<file path="config.mk">
export PLATFORM = sky130hd
export DESIGN_NAME = rx_filter
export DESIGN_NICKNAME = d
export VERILOG_FILES = /design/src/design/rx_filter_pkg.sv /design/src/design/rx_filter.sv
export SDC_FILE = /design/constraint.sdc
export NUM_CORES = 1
export LEC_CHECK = 0
export ABC_AREA = 0
export BUFFER_PORTS_ARGS = -buffer_cell sky130_fd_sc_hd__buf_2
export CORE_ASPECT_RATIO = 0.7
export CORE_UTILIZATION = 37
export CTS_BUF_LIST = sky130_fd_sc_hd__clkbuf_4 sky130_fd_sc_hd__clkbuf_8
export DETAILED_ROUTE_END_ITERATION = 8
export GPL_ROUTABILITY_DRIVEN = 1
export PLACE_DENSITY_LB_ADDON = 0.15
export SETUP_SLACK_MARGIN = 0.05
export SYNTH_ARGS = -nofsm -noshare
export SYNTH_HDL_FRONTEND = slang
export SYNTH_SLANG_ARGS = --single-unit
</file>
<file path="constraint.sdc">
create_clock -name clk -period 3.6 [get_ports clk]
set_clock_uncertainty 0.1 [all_clocks]
set_input_delay 0.72 -clock clk [delete_from_list [all_inputs] [get_ports clk]]
set_output_delay 0.72 -clock clk [all_outputs]
set_load 0.01 [all_outputs]
</file>
<file path="src/design/rx_filter_pkg.sv">
// Constants for the receive filter and collision-test check block.
package rx_filter_pkg;

  // Register byte offsets on the register bus.
  localparam logic [7:0] OFS_MAIN_CONTROL_STATUS = 8'h00;
  localparam logic [7:0] OFS_MODE_REG            = 8'h04;
  localparam logic [7:0] OFS_STATION_LO          = 8'h08;
  localparam logic [7:0] OFS_STATION_HI          = 8'h0c;
  localparam logic [7:0] OFS_FILTER_LO           = 8'h10;
  localparam logic [7:0] OFS_FILTER_HI           = 8'h14;
  localparam logic [7:0] OFS_FEATURE_CONTROL     = 8'h18;
  localparam logic [7:0] OFS_FIFO_THRESHOLD      = 8'h1c;
  localparam logic [7:0] OFS_TEST_FEATURE        = 8'h20;

  // Field positions.
  localparam int MCS_COLLISION_ERROR_BIT = 0;
  localparam int MCS_ERROR_SUMMARY_BIT   = 15;
  localparam int MODE_DISABLE_UNICAST    = 13;
  localparam int MODE_DISABLE_BROADCAST  = 14;
  localparam int MODE_PROMISCUOUS        = 15;
  localparam int FEATURE_PAD_STRIP_BIT   = 0;
  localparam int TEST_RUNT_ACCEPT_BIT    = 3;

  // Reset values.
  localparam logic [15:0] MODE_RESET      = 16'h0000;
  localparam logic [1:0]  WATERMARK_RESET = 2'h2;

  // Receive watermark thresholds in bytes, indexed by the watermark field.
  localparam logic [7:0] WATERMARK_BYTES_0 = 8'h10;
  localparam logic [7:0] WATERMARK_BYTES_1 = 8'h20;
  localparam logic [7:0] WATERMARK_BYTES_2 = 8'h40;
  localparam logic [7:0] WATERMARK_BYTES_3 = 8'h70;

  // Frame geometry in bytes.
  localparam logic [10:0] MIN_FRAME_BYTES   = 11'h040;
  localparam logic [10:0] SLOT_BYTES        = 11'h040;
  localparam logic [10:0] DA_BYTES          = 11'h006;
  localparam logic [10:0] HEADER_BYTES      = 11'h00e;
  localparam logic [10:0] LEN_HI_INDEX      = 11'h00c;
  localparam logic [10:0] LEN_LO_INDEX      = 11'h00d;
  localparam logic [15:0] PAD_LIMIT_LEN     = 16'h002e;
  localparam logic [10:0] BYTE_COUNT_MAX    = 11'h7ff;

  // Frame check sequence.
  localparam logic [31:0] CRC_POLY    = 32'h04c11db7;
  localparam logic [31:0] CRC_INIT    = 32'hffffffff;
  localparam logic [31:0] CRC_RESIDUE = 32'hc704dd7b;

  // Collision test window: 40 bit times at 10 Mbit/s, longest time rounds down.
  localparam int CLK_PERIOD_PS       = 40000;
  localparam int BIT_TIME_PS         = 100000;
  localparam int SQE_WINDOW_BITS     = 40;
  localparam int SQE_WINDOW_CYC_INT  = (SQE_WINDOW_BITS * BIT_TIME_PS) / CLK_PERIOD_PS;
  localparam logic [7:0] SQE_WINDOW_CYC = SQE_WINDOW_CYC_INT[7:0];

  typedef enum logic [1:0] {
    SQ_IDLE      = 2'b00,
    SQ_TX        = 2'b01,
    SQ_WAIT_IDLE = 2'b10,
    SQ_WINDOW    = 2'b11
  } sqe_state_t;

endpackage : rx_filter_pkg

</file>
<file path="src/design/rx_filter.sv">
// Receive address filter, pad strip, FCS check, fragment deletion and collision test check.
//
// Decided for this implementation: register access over Avalon-MM and the register offsets.
`timescale 1ns/10ps
`default_nettype none

// Functional notes
// - On AUI, missing collision test within 40 bit times of receive idle sets error flag.
// - Twisted-pair mode skips that check; error flag set after transmit during link fail.
// - Collision error never drives the interrupt; it sets the summary error bit.
// - First destination bit 0 means unicast, 1 means multicast.
// - All-ones destination address is broadcast, handled separately.
// - Unicast accepted only when destination equals the 6-byte station address, or when promiscuous bit 15 is set.
// - First received byte compares with address bits 7:0, sixth with 47:40.
// - Disable-unicast bit 13 rejects all unicast frames unless promiscuous bit 15 is set.
// - Multicast acceptance comes from the logical filter; all zeros accepts none.
// - Broadcast always accepted unless disable-broadcast bit 14 is set.
// - Promiscuous bit 15 accepts every frame, overriding both disable bits.
// - Promiscuous frames still obey the minimum length check.
// - Receive watermark sets drain threshold; reset value 10b means 64 bytes.
// - Pad strip enable bit 0 removes pad and FCS before the FIFO.
// - Strip only when length field below 46, keeping that many data bytes.
// - FCS checked over all received bytes including stripped pad; mismatch flags error.
// - Frames colliding within 512 bit times of start are deleted from the FIFO.
// - Frames shorter than 64 bytes are deleted unless runt accept is set.
// - Deletion works whether or not earlier frames wait in the FIFO.
// - Logical filter is 64 bits and hashing shares the single FCS generator.
module rx_filter
  import rx_filter_pkg::*;
(
  input  wire logic        clk,
  input  wire logic        rst,
  input  wire logic [7:0]  avs_address,
  input  wire logic        avs_read,
  input  wire logic        avs_write,
  input  wire logic [31:0] avs_writedata,
  input  wire logic [3:0]  avs_byteenable,
  output logic      [31:0] avs_readdata,
  output logic             avs_waitrequest,
  input  wire logic        rx_valid,
  input  wire logic [7:0]  rx_data,
  input  wire logic        rx_last,
  input  wire logic        rx_col,
  output logic             fifo_wr,
  output logic      [7:0]  fifo_data,
  output logic             fifo_end,
  output logic             fifo_keep,
  output logic             crc_error,
  input  wire logic [7:0]  fifo_level,
  output logic             drain_request,
  input  wire logic        tx_active,
  input  wire logic        rx_carrier,
  input  wire logic        sqe_in,
  input  wire logic        tp_mode,
  input  wire logic        link_fail,
  output logic             interrupt_out
);

  typedef struct packed {
    logic [31:0] readdata;
    logic        waitrequest;
    logic [15:0] mode_reg;
    logic [47:0] station_address;
    logic [63:0] logical_multicast_filter;
    logic        pad_strip_enable;
    logic [1:0]  receive_watermark;
    logic        runt_accept_enable;
    logic        collision_error_flag;
    logic        in_frame;
    logic [10:0] idx;
    logic [31:0] crc;
    logic        multicast;
    logic        all_ones;
    logic        ucast_match;
    logic        hash_hit;
    logic [15:0] len_field;
    logic        strip_active;
    logic        fragment;
    logic        fifo_wr;
    logic [7:0]  fifo_data;
    logic        fifo_end;
    logic        fifo_keep;
    logic        crc_error;
    logic        drain_request;
    sqe_state_t  sqe_state;
    logic [7:0]  sqe_count;
    logic        interrupt_out;
  } state_t;

  state_t s_q;
  state_t s_d;

  // Serial FCS update, bit 0 of each byte first as on the wire.
  function automatic logic [31:0] crc_byte(input logic [31:0] crc_in, input logic [7:0] d);
    logic [31:0] c;
    c = crc_in;
    for (int i = 0; i < 8; i++) begin
      if (c[31] ^ d[i]) begin
        c = {c[30:0], 1'b0} ^ CRC_POLY;
      end else begin
        c = {c[30:0], 1'b0};
      end
    end
    return c;
  endfunction

  // Merges a bus write into a 32-bit register under byte enables.
  function automatic logic [31:0] merge(input logic [31:0] old, input logic [31:0] wd, input logic [3:0] be);
    logic [31:0] r;
    r = old;
    for (int b = 0; b < 4; b++) begin
      if (be[b]) begin
        r[8*b +: 8] = wd[8*b +: 8];
      end
    end
    return r;
  endfunction

  function automatic logic [7:0] watermark_bytes(input logic [1:0] w);
    case (w)
      2'h0:    return WATERMARK_BYTES_0;
      2'h1:    return WATERMARK_BYTES_1;
      2'h2:    return WATERMARK_BYTES_2;
      default: return WATERMARK_BYTES_3;
    endcase
  endfunction

  always_comb begin
    logic [31:0] rd;
    logic [31:0] wv;
    logic        collision_error_flag_set;
    logic        collision_error_flag_clr;
    logic        accept;
    logic        runt;
    logic [31:0] crc_next;
    logic [7:0]  sta_byte;
    logic [10:0] keep_bytes;
    rd         = 32'h0000_0000;
    wv         = 32'h0000_0000;
    collision_error_flag_set   = 1'b0;
    collision_error_flag_clr   = 1'b0;
    accept     = 1'b0;
    runt       = 1'b0;
    crc_next   = 32'h0000_0000;
    sta_byte   = 8'h00;
    keep_bytes = 11'h000;
    s_d        = s_q;

    // Register bus: one wait cycle, then the answer stands for the accepting edge.
    case (avs_address)
      OFS_MAIN_CONTROL_STATUS: begin
        rd[MCS_COLLISION_ERROR_BIT] = s_q.collision_error_flag;
        rd[MCS_ERROR_SUMMARY_BIT]   = s_q.collision_error_flag;
      end
      OFS_MODE_REG:        rd = {16'h0000, s_q.mode_reg};
      OFS_STATION_LO:      rd = s_q.station_address[31:0];
      OFS_STATION_HI:      rd = {16'h0000, s_q.station_address[47:32]};
      OFS_FILTER_LO:       rd = s_q.logical_multicast_filter[31:0];
      OFS_FILTER_HI:       rd = s_q.logical_multicast_filter[63:32];
      OFS_FEATURE_CONTROL: rd[FEATURE_PAD_STRIP_BIT] = s_q.pad_strip_enable;
      OFS_FIFO_THRESHOLD:  rd[1:0] = s_q.receive_watermark;
      OFS_TEST_FEATURE:    rd[TEST_RUNT_ACCEPT_BIT] = s_q.runt_accept_enable;
      default:             rd = 32'h0000_0000;
    endcase

    if ((avs_read || avs_write) && s_q.waitrequest) begin
      s_d.waitrequest = 1'b0;
      s_d.readdata    = avs_read ? rd : 32'h0000_0000;
    end else begin
      s_d.waitrequest = 1'b1;
    end

    if (avs_write && !s_q.waitrequest) begin
      case (avs_address)
        OFS_MAIN_CONTROL_STATUS: begin
          collision_error_flag_clr = avs_byteenable[0] && avs_writedata[MCS_COLLISION_ERROR_BIT];
        end
        OFS_MODE_REG: begin
          wv = merge({16'h0000, s_q.mode_reg}, avs_writedata, avs_byteenable);
          s_d.mode_reg = wv[15:0];
        end
        OFS_STATION_LO: begin
          s_d.station_address[31:0] = merge(s_q.station_address[31:0], avs_writedata, avs_byteenable);
        end
        OFS_STATION_HI: begin
          wv = merge({16'h0000, s_q.station_address[47:32]}, avs_writedata, avs_byteenable);
          s_d.station_address[47:32] = wv[15:0];
        end
        OFS_FILTER_LO: begin
          s_d.logical_multicast_filter[31:0] =
            merge(s_q.logical_multicast_filter[31:0], avs_writedata, avs_byteenable);
        end
        OFS_FILTER_HI: begin
          s_d.logical_multicast_filter[63:32] =
            merge(s_q.logical_multicast_filter[63:32], avs_writedata, avs_byteenable);
        end
        OFS_FEATURE_CONTROL: begin
          if (avs_byteenable[0]) begin
            s_d.pad_strip_enable = avs_writedata[FEATURE_PAD_STRIP_BIT];
          end
        end
        OFS_FIFO_THRESHOLD: begin
          if (avs_byteenable[0]) begin
            s_d.receive_watermark = avs_writedata[1:0];
          end
        end
        OFS_TEST_FEATURE: begin
          if (avs_byteenable[0]) begin
            s_d.runt_accept_enable = avs_writedata[TEST_RUNT_ACCEPT_BIT];
          end
        end
        default: begin
        end
      endcase
    end

    // Collision test check after each transmission.
    case (s_q.sqe_state)
      SQ_IDLE: begin
        if (tx_active) begin
          s_d.sqe_state = SQ_TX;
        end
      end
      SQ_TX: begin
        if (!tx_active) begin
          if (tp_mode) begin
            collision_error_flag_set      = link_fail;
            s_d.sqe_state = SQ_IDLE;
          end else if (sqe_in) begin
            s_d.sqe_state = SQ_IDLE;
          end else begin
            s_d.sqe_state = SQ_WAIT_IDLE;
          end
        end
      end
      SQ_WAIT_IDLE: begin
        s_d.sqe_count = 8'h00;
        if (sqe_in) begin
          s_d.sqe_state = SQ_IDLE;
        end else if (!rx_carrier) begin
          s_d.sqe_state = SQ_WINDOW;
        end
      end
      SQ_WINDOW: begin
        if (sqe_in) begin
          s_d.sqe_state = SQ_IDLE;
        end else if (s_q.sqe_count >= SQE_WINDOW_CYC - 8'h01) begin
          collision_error_flag_set      = 1'b1;
          s_d.sqe_state = SQ_IDLE;
        end else begin
          s_d.sqe_count = s_q.sqe_count + 8'h01;
        end
      end
      default: s_d.sqe_state = SQ_IDLE;
    endcase

    // A new event wins over a clear in the same cycle.
    if (collision_error_flag_set) begin
      s_d.collision_error_flag = 1'b1;
    end else if (collision_error_flag_clr) begin
      s_d.collision_error_flag = 1'b0;
    end
    // The interrupt line is never driven by the collision error.
    s_d.interrupt_out = 1'b0;

    s_d.drain_request = fifo_level >= watermark_bytes(s_q.receive_watermark);

    // Receive byte path.
    s_d.fifo_wr  = 1'b0;
    s_d.fifo_end = 1'b0;
    if (s_q.in_frame && rx_col && s_q.idx < SLOT_BYTES) begin
      s_d.fragment = 1'b1;
    end
    if (rx_valid) begin
      if (!s_q.in_frame) begin
        s_d.in_frame     = 1'b1;
        s_d.idx          = 11'h000;
        s_d.crc          = crc_byte(CRC_INIT, rx_data);
        s_d.multicast    = rx_data[0];
        s_d.all_ones     = rx_data == 8'hff;
        s_d.ucast_match  = rx_data == s_q.station_address[7:0];
        s_d.strip_active = 1'b0;
        s_d.fragment     = rx_col;
        s_d.hash_hit     = 1'b0;
        crc_next         = s_d.crc;
      end else begin
        crc_next = crc_byte(s_q.crc, rx_data);
        s_d.crc  = crc_next;
        if (s_q.idx < DA_BYTES - 11'h001) begin
          sta_byte        = s_q.station_address[8*(s_q.idx + 11'h001) +: 8];
          s_d.all_ones    = s_q.all_ones && rx_data == 8'hff;
          s_d.ucast_match = s_q.ucast_match && rx_data == sta_byte;
        end
        if (s_q.idx == LEN_HI_INDEX - 11'h001) begin
          s_d.len_field[15:8] = rx_data;
        end
        if (s_q.idx == LEN_LO_INDEX - 11'h001) begin
          s_d.len_field[7:0] = rx_data;
          s_d.strip_active   = s_q.pad_strip_enable && {s_q.len_field[15:8], rx_data} < PAD_LIMIT_LEN;
        end
        // Count here so that the hash, strip and runt checks below see the index of this byte.
        if (s_q.idx != BYTE_COUNT_MAX) begin
          s_d.idx = s_q.idx + 11'h001;
        end
      end
      // The hash reuses the running FCS once the destination address is in.
      if (s_d.idx == DA_BYTES - 11'h001 && s_q.in_frame) begin
        s_d.hash_hit = s_q.logical_multicast_filter[crc_next[31:26]];
      end

      keep_bytes = HEADER_BYTES + s_q.len_field[10:0];
      s_d.fifo_data = rx_data;
      s_d.fifo_wr   = !(s_q.strip_active && s_d.idx >= keep_bytes);

      if (rx_last) begin
        runt = s_d.idx < MIN_FRAME_BYTES - 11'h001;
        if (s_q.mode_reg[MODE_PROMISCUOUS]) begin
          accept = 1'b1;
        end else if (s_d.all_ones) begin
          accept = !s_q.mode_reg[MODE_DISABLE_BROADCAST];
        end else if (s_d.multicast) begin
          accept = s_d.hash_hit;
        end else begin
          accept = s_d.ucast_match && !s_q.mode_reg[MODE_DISABLE_UNICAST];
        end
        // Each frame is judged at its own end, so earlier frames in the FIFO play no part.
        s_d.fifo_end  = 1'b1;
        s_d.fifo_keep = accept && !s_d.fragment && !(runt && !s_q.runt_accept_enable);
        s_d.crc_error = crc_next != CRC_RESIDUE;
        s_d.in_frame  = 1'b0;
      end
    end
  end

  always_ff @(posedge clk) begin
    if (rst) begin
      s_q                          <= '0;
      s_q.waitrequest              <= 1'b1;
      s_q.mode_reg                 <= MODE_RESET;
      s_q.receive_watermark        <= WATERMARK_RESET;
      s_q.crc                      <= CRC_INIT;
      s_q.sqe_state                <= SQ_IDLE;
    end else begin
      s_q <= s_d;
    end
  end

  assign avs_readdata    = s_q.readdata;
  assign avs_waitrequest = s_q.waitrequest;
  assign fifo_wr         = s_q.fifo_wr;
  assign fifo_data       = s_q.fifo_data;
  assign fifo_end        = s_q.fifo_end;
  assign fifo_keep       = s_q.fifo_keep;
  assign crc_error       = s_q.crc_error;
  assign drain_request   = s_q.drain_request;
  assign interrupt_out   = s_q.interrupt_out;

endmodule // rx_filter

`default_nettype wire

</file>
==> run metrics <==
status=finished, final reports clean; port buffer count=117; Total Routed Length=48.0 mm; Net Sw Frac=29.8%; CP most frequent cell=o21a_1; Synth top area share=35.9%; Pwr Total=approximately 7.5 mW; total internal power=5.28 mW; pwr dens=452 nW/um^2; drc violations=0; sequential-to-total area share from yosys stat=a little over a third; starting density of the core=37.9%; layout cells sized above 1=21.0%; Iteration-0 DRC Markers=1188; worst slew pin tran=1.11 ns; Hold Buf Count CTS=0; CTS tree=yes; via count=~13000; Synth async-reset ratio=0%; Comb pwr share=21.5%; antenna violations before repair=4; top post-synthesis cells by area=dfxtp_1 (36%), mux2i_1 (11%), nor2_1 (6.3%), xnor2_1 (5.9%), nand2_1 (4.3%); sw power=2.24 mW; gr usage total=24.1%; Area growth syn-to-layout=17.2%; crit path time final=~3.4 ns; Arr. time, crit path=~3.8 ns; top_reg_cell synth=dfxtp_1; reg2reg end=fifo_wr$_SDFF_PP0_; final hold violation count=0; number of flops mapped to enable cells by yosys=0; number of global-route vias before repair=11800; met2 routed WL=between 15 and 20 mm; first-pass GRT wire length=73.0 mm; minimum hold slack=around 0.25 ns; Synth cell types=73; Tcrit/Tclk final=~96%; num ports=119; Nets=1883; Worst-path clk slew=approximately 0.060 ns; metal3 WL=between 4 and 5 mm; Detail Placement HPWL=35.2 mm; most frequent cells after synthesis=dfxtp_1 (255), nor2_1 (239), nand2_1 (162); RSZ-0062 raised after global routing=true; Clock Tree Buf Depth=3; Setup crit end=fifo_wr$_SDFF_PP0_; Final Core Density=44.4%; Syn Std Cell Area=14200 um^2; total grt overflow=0; core area=37500 um^2; Max rail drop VDD=between 0.2 and 0.25 mV; DRT Pass-1 Iters=5; Slowest-stage cell, CP=dfxtp_2; Post-Place Cell Area=15600 um^2; Seq pwr share=39.1%; worst hold path class=input pin to flop; reg2reg path depth=17; post-synthesis register bit count=255; fin. max-slew vios=0; kind of start point of the critical path=flop; crit path cell chain=nand4_1 -> nor4_4 -> buf_4 -> nand3_1 -> a21oi_2 -> ha_1 -> nor2b_1 -> o21a_1 -> o21a_1 -> o21a_1 -> o21a_1 -> o21a_1 -> o21a_1 -> o21a_1 -> o21ai_1 -> a21oi_1 -> nor3b_1; die area=slightly below 40000 um^2; RR Startpoint=s_q[80]$_SDFFE_PP0P_; Seq. cell area=5110 um^2; area of the multi-input gates=approximately 8300 um^2; Die H=166 um; Fmax achieved=roughly 290 MHz; Post-Syn Nets=around 1800; Post-Layout Inst Area=around 17000 um^2; Req. time, crit path=approximately 4.0 ns; Avg Cell Area, Syn=between 8 and 9 um^2; largest area contributor in the netlist=dfxtp_1; largest fanout on the critical path=4; fill count=3748; row cnt=59; warnings from Yosys=0; Leak Pwr=6.98 nW; Critical path origin=s_q[80]$_SDFFE_PP0P_; reg2reg setup slack=0.16 ns; post-synthesis cell count=1660; clock network fraction of design power=39.4%; Routed wire per std cell=20.8 um; CTS H-tree depth=2; largest net degree at the start of global routing=105; max-cap viol count=0; Clock Latency Late Sink=0.61 ns; Horiz. Die Dim=236 um; most frequent cell after synthesis=dfxtp_1; final setup fails=0; delay of the slowest critical-path stage=around 0.33 ns; CTS Sinks=255; Avg Vias per Cell=5.46; crit path kind=flop to flop; total CTS buffers=43; post-route ant nets=0; crit end category=flop; RD Place Congestion=roughly 0.93; Clock Tree Root=clkbuf_8; DR top layer=met5; slew margin rel.=25.2%; Metal-1 WL=23.9 mm
==> through the flow <==
stage / TNS [ns] / instances / setup WS [ns]
CTS: 0 / 2303 / 0.0970
finish: 0 / 2307 / 0.157
global placement: -0.0620 / 2226 / -0.0620
floorplan: 0 / 1660 / 0.0782
detailed placement: -0.167 / 2226 / -0.129
global route: -0.102 / 2306 / -0.102
==> area by class of cell <==
class	instances	share of cell area [%]
Inverter	15	0.338
Clock inverter	13	0.811
Tap cell	488	3.67
Timing Repair Buffer	237	9.37
Antenna cell	1	0.0150
Sequential cell	255	30.7
Clock buffer	64	5.03
Multi-Input combinational cell	1234	50.1
==> cells by family (layout without fill, tap and decap cells) <==
kind of cell               Yosys count  after routing  share of synthesized area (%)
and+or+nand+nor                    590            590                           18.6
buffers and inverters              171            329                           5.83
adders and majority gates           25             25                           2.20
DFF                                255            255                           35.9
AOI/OAI and AO/OA                  276            276                           12.7
xor gates and xnor gates           158            158                           10.6
muxes                              184            184                           14.1
other                                1              2                         0.0264
==> power by group through the flow <==
stage | combinational, mW | clock, mW | sequential, mW
floorplan | 1.06 | 0 | 2.97
global placement | 1.59 | 0 | 3.00
detailed placement | 1.60 | 0 | 3.00
CTS | 1.61 | 3.02 | 2.94
global route | 1.75 | 3.15 | 2.95
finish | 1.62 | 2.96 | 2.94
==> state kept, by name, summed over array words and instances, names as in the netlist <==
register and count:
fifo_data 8, s_q 209, crc_error 1, fifo_keep 1, avs_waitrequest 1, drain_request 1
fifo_wr 1, avs_readdata 32, fifo_end 1
==> worst min-delay path by stage <==
stage / from / to / depth (start not counted)
2_1_floorplan: s_q[42]$_SDFFE_PP0P_ / s_q[42]$_SDFFE_PP0P_ / 2
3_3_place_gp: s_q[42]$_SDFFE_PP0P_ / s_q[42]$_SDFFE_PP0P_ / 2
3_5_place_dp: s_q[42]$_SDFFE_PP0P_ / s_q[42]$_SDFFE_PP0P_ / 2
4_1_cts: sqe_in / s_q[10]$_SDFFE_PP0P_ / 2
5_1_grt: sqe_in / s_q[10]$_SDFFE_PP0P_ / 2
6_report: sqe_in / s_q[10]$_SDFFE_PP0P_ / 2
==> cells in the final DEF, fill, tap and decap left out, types with 5 or more instances in the layout <==
master and instances:
dfxtp_1 252, nor2_1 238, nand2_1 161, mux2i_1 161, a21oi_1 117, buf_4 116, buf_2 115, xnor2_1 93
clkbuf_8 58, xor2_1 52, nand3_1 40, o21ai_0 36, nor3_1 31, ha_1 24, nand4_1 22, nor2b_1 22
a222oi_1 20, or2_2 20, a211o_1 19, a22oi_1 18, inv_1 14, nor4_1 12, mux4_2 12, a221o_1 12
o21a_1 10, mux2_2 10, and3_1 9, and2_1 8, clkbuf_4 7, nand2b_1 6, a31oi_1 6, xnor2_2 6
clkinv_2 6, buf_12 5
==> critical path: cells and delay by family, from the launching register on <==
family          cells  cell delay [ns]
compound gates     10             1.52
fa+ha+maj           1             0.26
buf+inv             1             0.19
flops               1             0.33
simple gates        5             0.96
==> routing by layer <==
layer	GRT usage, %	vias up
li1	-	5992
met5	0	-
met2	32.4	465
met4	6.10	4
met1	36.7	6063
met3	6.82	82
==> what timing repair did <==
| item | CTS | global route |
|---|---|---|
| endpoints found under the setup margin | 0 | 3 |
| resized for setup | 0 | 8 |
| setup buffers | 0 | 3 |
Note: power is estimated with default switching activity, not from simulation.
